===== src/hdl/bit_test_defines.vh =====
// constants for the serial bit-test-even sequencer
`ifndef BIT_TEST_DEFINES_VH
`define BIT_TEST_DEFINES_VH
`define ACC_WIDTH 24
`define ACC_MSB 23
`define IDX_WIDTH 5
`define CNT_TERMINAL 5'h1f
`define SHIFT_COUNT 5'h18
`define ACC_RESET 24'h000000
`define CNT_RESET 5'h00
`define PC_RESET 15'h0000
`endif


===== src/hdl/serial_full_adder.v =====
// one-bit serial full adder with registered carry
`timescale 1ns/10ps
module serial_full_adder (
   input wire core_clk, // machine clock
   input wire resetn, // async reset, active low
   input wire carryHold, // forces carry flag set
   input wire addA, // adder a input
   input wire addB, // adder b input
   output wire sumOut, // sum of a, b and carry
   output reg serialCarryFlag_reg // carry flag
);
   wire carryNext;
   assign sumOut = addA ^ addB ^ serialCarryFlag_reg;
   assign carryNext = carryHold | (addA & addB) | (addA & serialCarryFlag_reg) |
                      (addB & serialCarryFlag_reg);
   always @(posedge core_clk or negedge resetn) begin
      if (!resetn)
         serialCarryFlag_reg <= 1'b0;
      else
         serialCarryFlag_reg <= carryNext;
   end
endmodule // serial_full_adder


===== src/hdl/serial_bit_test_even.v =====
// sequencer for the serial bit-test-even instruction
`timescale 1ns/10ps
`include "bit_test_defines.vh"
module serial_bit_test_even (
   input wire core_clk, // machine clock
   input wire resetn, // async reset, active low
   input wire test_bit_even_op, // one-cycle start pulse, control state 4
   input wire [4:0] instruction_index_field, // selected bit index
   input wire accLoad, // load accumulator from accIn when idle
   input wire [23:0] accIn, // accumulator load value
   input wire [14:0] pcIn, // program counter value at start
   output reg [23:0] acc_reg, // accumulator
   output reg test_flag, // test flag
   output reg [4:0] shiftCount_reg, // shift counter
   output reg [14:0] pc_reg, // program counter
   output reg busy_reg, // instruction running
   output reg done_reg, // one-cycle completion pulse
   output reg serial_carry_flag // copy of adder carry flag
);
   // ****************************************
   // state and declarations
   // ****************************************
   localparam IDLE = 1'b0;
   localparam SHIFT = 1'b1;
   reg state_reg;
   reg state_next;
   reg [4:0] shifts_reg;
   reg [4:0] shifts_next;
   // next values of the output flops
   reg [23:0] acc_next;
   reg testFlag_next;
   reg [4:0] shiftCount_next;
   reg [14:0] pc_next;
   reg busy_next;
   reg done_next;
   reg carryCopy_next;
   // adder and decode nets
   wire sumOut;
   wire carryFlag;
   wire carryHold;
   wire adderA;
   wire adderB;
   wire startNow;
   wire lastShift;
   wire atSelected;

   // ****************************************
   // helper functions
   // ****************************************
   // five-bit increment that wraps like the hardware counter
   function [4:0] inc5;
      input [4:0] v;
      begin
         inc5 = v + 5'h01;
      end
   endfunction

   // one right shift with the adder sum entering the top bit
   function [23:0] shiftIn;
      input [23:0] v;
      input topBit;
      begin
         shiftIn = {topBit, v[`ACC_MSB:1]};
      end
   endfunction

   // counter value at which the selected bit sits in the lsb
   function isTerminal;
      input [4:0] v;
      begin
         isTerminal = (v == `CNT_TERMINAL);
      end
   endfunction

   // program counter step at the end of the instruction
   function [14:0] nextPc;
      input [14:0] v;
      begin
         nextPc = v + 15'h0001;
      end
   endfunction

   // ****************************************
   // serial adder
   // ****************************************
   // inverted lsb plus the held carry gives back the true lsb
   assign adderA = ~acc_reg[0];
   // b input stays disabled for this instruction
   assign adderB = 1'b0;
   // carry forced from the start edge to the last shift
   assign carryHold = busy_reg | startNow;
   serial_full_adder adder (
      .core_clk(core_clk),
      .resetn(resetn),
      .carryHold(carryHold),
      .addA(adderA),
      .addB(adderB),
      .sumOut(sumOut),
      .serialCarryFlag_reg(carryFlag)
   );

   // ****************************************
   // decode
   // ****************************************
   // start is taken only while idle; busy follows the state
   assign startNow = (state_reg == IDLE) && test_bit_even_op;
   // a separate count of shifts ends the run, whatever the index
   assign lastShift = (shifts_reg == (`SHIFT_COUNT - 5'h01));
   assign atSelected = (state_reg == SHIFT) && isTerminal(shiftCount_reg);

   // ****************************************
   // datapath next values
   // ****************************************
   always @* begin
      acc_next = acc_reg;
      shiftCount_next = shiftCount_reg;
      testFlag_next = test_flag;
      case (state_reg)
         IDLE: begin
            // start wins over a load in the same cycle
            if (test_bit_even_op) begin
               shiftCount_next = ~instruction_index_field;
               testFlag_next = 1'b0;
            end else if (accLoad) begin
               acc_next = accIn;
            end
         end
         SHIFT: begin
            // rotate: the sum equals the true lsb, so no bit is lost
            acc_next = shiftIn(acc_reg, sumOut);
            shiftCount_next = inc5(shiftCount_reg);
            // only the shift that brings the selected bit down may set the flag
            if (atSelected && !acc_reg[0]) begin
               testFlag_next = 1'b1;
            end else if (atSelected) begin
               testFlag_next = test_flag;
            end
         end
         default: begin
            acc_next = acc_reg;
         end
      endcase
   end

   // ****************************************
   // control next values
   // ****************************************
   always @* begin
      state_next = state_reg;
      shifts_next = shifts_reg;
      pc_next = pc_reg;
      busy_next = busy_reg;
      // done stands for one cycle only
      done_next = 1'b0;
      carryCopy_next = carryFlag | busy_reg;
      case (state_reg)
         IDLE: begin
            // pc is captured at start and stepped once at the end
            if (test_bit_even_op) begin
               pc_next = pcIn;
               shifts_next = `CNT_RESET;
               busy_next = 1'b1;
               carryCopy_next = 1'b1;
               state_next = SHIFT;
            end
         end
         SHIFT: begin
            // the run length does not depend on the index
            shifts_next = inc5(shifts_reg);
            if (lastShift) begin
               pc_next = nextPc(pc_reg);
               busy_next = 1'b0;
               done_next = 1'b1;
               state_next = IDLE;
            end
         end
         default: begin
            state_next = IDLE;
            busy_next = 1'b0;
         end
      endcase
   end

   // ****************************************
   // registers
   // ****************************************
   // every output of the block comes straight from one of these flops
   always @(posedge core_clk or negedge resetn) begin
      if (!resetn) begin
         state_reg <= IDLE;
         acc_reg <= `ACC_RESET;
         test_flag <= 1'b0;
         shiftCount_reg <= `CNT_RESET;
         pc_reg <= `PC_RESET;
         busy_reg <= 1'b0;
         done_reg <= 1'b0;
         shifts_reg <= `CNT_RESET;
         serial_carry_flag <= 1'b0;
      end else begin
         state_reg <= state_next;
         acc_reg <= acc_next;
         test_flag <= testFlag_next;
         shiftCount_reg <= shiftCount_next;
         pc_reg <= pc_next;
         busy_reg <= busy_next;
         done_reg <= done_next;
         shifts_reg <= shifts_next;
         serial_carry_flag <= carryCopy_next;
      end
   end

endmodule // serial_bit_test_even


===== config.mk =====
export PLATFORM = sky130hd
export DESIGN_NAME = serial_bit_test_even
export DESIGN_NICKNAME = d
export VERILOG_FILES = /design/src/hdl/serial_full_adder.v /design/src/hdl/serial_bit_test_even.v
export VERILOG_INCLUDE_DIRS = /design/src /design/src/hdl
export SDC_FILE = /design/constraint.sdc
export NUM_CORES = 1
export LEC_CHECK = 0
export BUFFER_PORTS_ARGS = -buffer_cell sky130_fd_sc_hd__buf_2
export CAP_MARGIN = 25
export CORE_MARGIN = 3
export CORE_UTILIZATION = 47
export DETAILED_ROUTE_END_ITERATION = 8
export HOLD_SLACK_MARGIN = 0.08
export PLACE_DENSITY_LB_ADDON = 0.25
export SETUP_SLACK_MARGIN = 0.15
export SLEW_MARGIN = 10
export SYNTH_ARGS = -nofsm -noshare
export SYNTH_HDL_FRONTEND = slang
export SYNTH_SLANG_ARGS = --single-unit

===== constraint.sdc =====
create_clock -name core_clk -period 2.24 [get_ports core_clk]
set_input_delay 0.224 -clock core_clk [delete_from_list [all_inputs] [get_ports core_clk]]
set_output_delay 0.224 -clock core_clk [all_outputs]
set_load 0.01 [all_outputs]

==> results_dict.tcl <==
set metrics [dict create \
    avgSynthCellArea_sq_um 9.725 \
    fin_skew_ps 13.77 \
    gp_congestion 0.7745 \
    r2r_end "pc_reg[1]" \
    avgViaCountPerCell 5.411 \
    hold_class "in2reg" \
    synth_nets 348 \
    slowest_delay_ps 500 \
    crit_fanout 15 \
    post-route-period-util_pct 84.10 \
    crit_chain "ha_1 > and4b_2 > a21oi_2 > buf_4 > o21ai_0" \
    ys_types 42 \
    drc_errors 0 \
    diodes 0 \
    slew_violations 0 \
    crit_arrival_ps 2080 \
    relSlewSlack_pct 48.74 \
    cts_inserted_buffers 5 \
    cts_setup_buffers 0 \
    fin_nets 440 \
    crit_family "compound AO/OA/AOI/OAI gates" \
    area_growth_pct 22.68 \
    synth.ff_latch_count 55 \
    hpwl_microns 4863 \
    largest_reg_flops 24 \
    ir_drop_uv 595.5 \
    clkLatencyLatePin_ps 310 \
    whs_endpoint "pc_reg[13]" \
    ys.flop_type "dfrtp_1" \
    final_hold_viol_count 0 \
    layout_min_cycle_time_ps 1884 \
    yosysWarnings 0 \
    worst_slew_pin_slew_ps 766.2 \
    die_area_sq_um 7078 \
    cp_num_buf_inv 1 \
    max-cap-violations 0 \
    use_met1_pct 24.64 \
    met3_usage_pct 4.024 \
    antenna_found_initial 0 \
    ys_async_sr_fraction_pct 100.0 \
    io-pin-count 96 \
    wl_per_cell_microns 14.64 \
    cts_max_level 2 \
    synth_edf_count 0 \
    firstDrtPassIters 4 \
    grtUsageTotal_pct 18.89 \
    rows 27 \
    initial_utilization_pct 50.25 \
    rr_startpoint "shifts_reg[0]" \
    endpoint_kind "flop" \
    rsz0062_at_grt "no" \
    ant_nets 0 \
    status "finished clean" \
    reg2reg_slack_ps 360 \
    clk_pin_slew_ps 100 \
    start_kind "flop" \
    setup_violations 0 \
    fmax_ghz 0.5308 \
    cts_buffer_depth 2 \
    min-delay-start "pcIn[13]" \
    crit_required_ps 2440 \
    mostFrequentLayoutCells "buf_2, dfrtp_1, nand2_1" \
    top_usage_layer "met2" \
    port_buffers 95 \
    hold_depth 3 \
    cts_sinks 55 \
    cts_tree "built" \
    final.setup.tns_ps 0 \
    power.density_nw_per_um2 1242 \
    grt_max_degree 77 \
    die_w_microns 84.13 \
    use_met2_pct 31.56 \
    layout-drive-gt1-share_pct 30.93 \
    reg2reg_depth 5 \
    die_h_microns 84.13 \
    synthCells 295 \
    syn_area_sq_um 2869 \
    p_leak_nw 1.818 \
    cp_slowest_cell "a21oi_2" \
    final_util_pct 61.65 \
    grt.overflow.total 0 \
    cts-root-buf "clkbuf_8" \
    final_common_cell "buf_2" \
    grt_pass1_vias 2384 \
    routed-via-count 2489 \
    ys_seq_area_share_pct 47.97 \
    grt_pass1_wl_microns 11120 \
    path_class "reg2reg" \
    drtIter0Drc 142 \
    core_sq_um 5709 \
    wirelength_microns 6734 \
]
-- metal layers --
| metal | part of all wire [%] | vias up |
|---|---|---|
| met1 | 46 | 1155 |
| met5 | 0 | - |
| met2 | 47 | 82 |
| li1 | - | 1241 |
| met4 | 1.6 | 0 |
| met3 | 5.4 | 11 |
-- through the flow --
step	area [sq um]	hold WS, ps	std cells	power, mW	setup WS (ps)
after floorplan	2869	-71.59	295	3.078	632.9
after global placement	3418	244.4	451	3.758	409.7
after detailed placement	3418	252.1	451	3.843	337.9
after CTS	3520	122.8	460	4.413	327.2
after global routing	3520	130.6	460	4.747	234.6
final	3520	126.6	460	4.372	356.2
-- power by group --
| part | internal (mW) | leakage [nW] | switching (mW) |
|---|---|---|---|
| clock network | 0.225 | 0.0485 | 0.337 |
| logic | 0.856 | 1.11 | 1.00 |
| registers | 1.46 | 0.655 | 0.497 |
| total | 2.54 | 1.82 | 1.83 |
-- worst max-delay path by stage --
stage,startpoint,endpoint,slack [ps],depth (start not counted)
after global placement,shifts_reg[0],pc_reg[1],410,5
final,shifts_reg[0],pc_reg[1],360,5
after floorplan,shifts_reg[0],pc_reg[0],630,6
after global routing,shifts_reg[0],pc_reg[1],230,6
after CTS,shifts_reg[0],pc_reg[1],330,6
after detailed placement,shifts_reg[0],pc_reg[1],340,5
-- area by class of cell --
type                    instances  area (sq um)
clock buffers                   5         68.82
fillers                       531          2190
inverters                       7         26.28
clock inverters                 3         22.52
multi-input cells             216          1391
well taps                      72         90.09
repair buffers                102         543.0
flip-flops and latches         55          1378
-- synthesized netlist by cell type (2+ instances only) --
cell type / n / area [sq um]
o32ai_1: 2 / 17.52
or3_1: 3 / 18.77
dfrtp_1: 55 / 1376
mux2_2: 2 / 22.52
xnor2_1: 6 / 52.55
nand2b_1: 3 / 18.77
nor4_1: 2 / 12.51
nor2_1: 14 / 52.55
and3_1: 2 / 12.51
buf_4: 2 / 15.01
xor2_1: 2 / 17.52
a31oi_1: 3 / 18.77
a211oi_1: 4 / 30.03
nand2_1: 43 / 161.4
clkbuf_1: 10 / 37.54
buf_1: 2 / 7.510
nor3_1: 3 / 15.01
buf_2: 3 / 15.01
inv_1: 7 / 26.28
o21ai_0: 38 / 190.2
ha_1: 5 / 62.56
o22a_1: 7 / 61.31
nand3_1: 10 / 50.05
nand4_1: 3 / 18.77
nor2b_1: 3 / 18.77
and4_1: 3 / 26.28
a21oi_1: 16 / 80.08
mux2i_1: 28 / 280.3
-- logic make-up (layout without fill, tap and decap cells) --
group	after synthesis	in the layout	synth area share [%]
AOI/OAI and AO/OA	77	77	16.09
xor gates and xnor gates	8	8	2.442
adders and majority gates	5	5	2.181
buffers and inverters	24	117	3.533
DFF	55	55	47.97
muxes	30	30	10.55
and+or+nand+nor	96	96	17.23
-- what timing repair did --
item                                   in CTS  in global routing
hold buffers                                1                  0
endpoints found under the hold margin      23                  0
resized for setup                           0                  0
-- worst register-to-register path: stages (launching register included) --
cell     delay [ps]
dfrtp_1         420
ha_1            290
and4b_2         270
a21oi_2         500
buf_4           220
o21ai_0          80
No activity file was read; power rests on OpenSTA's default activity.
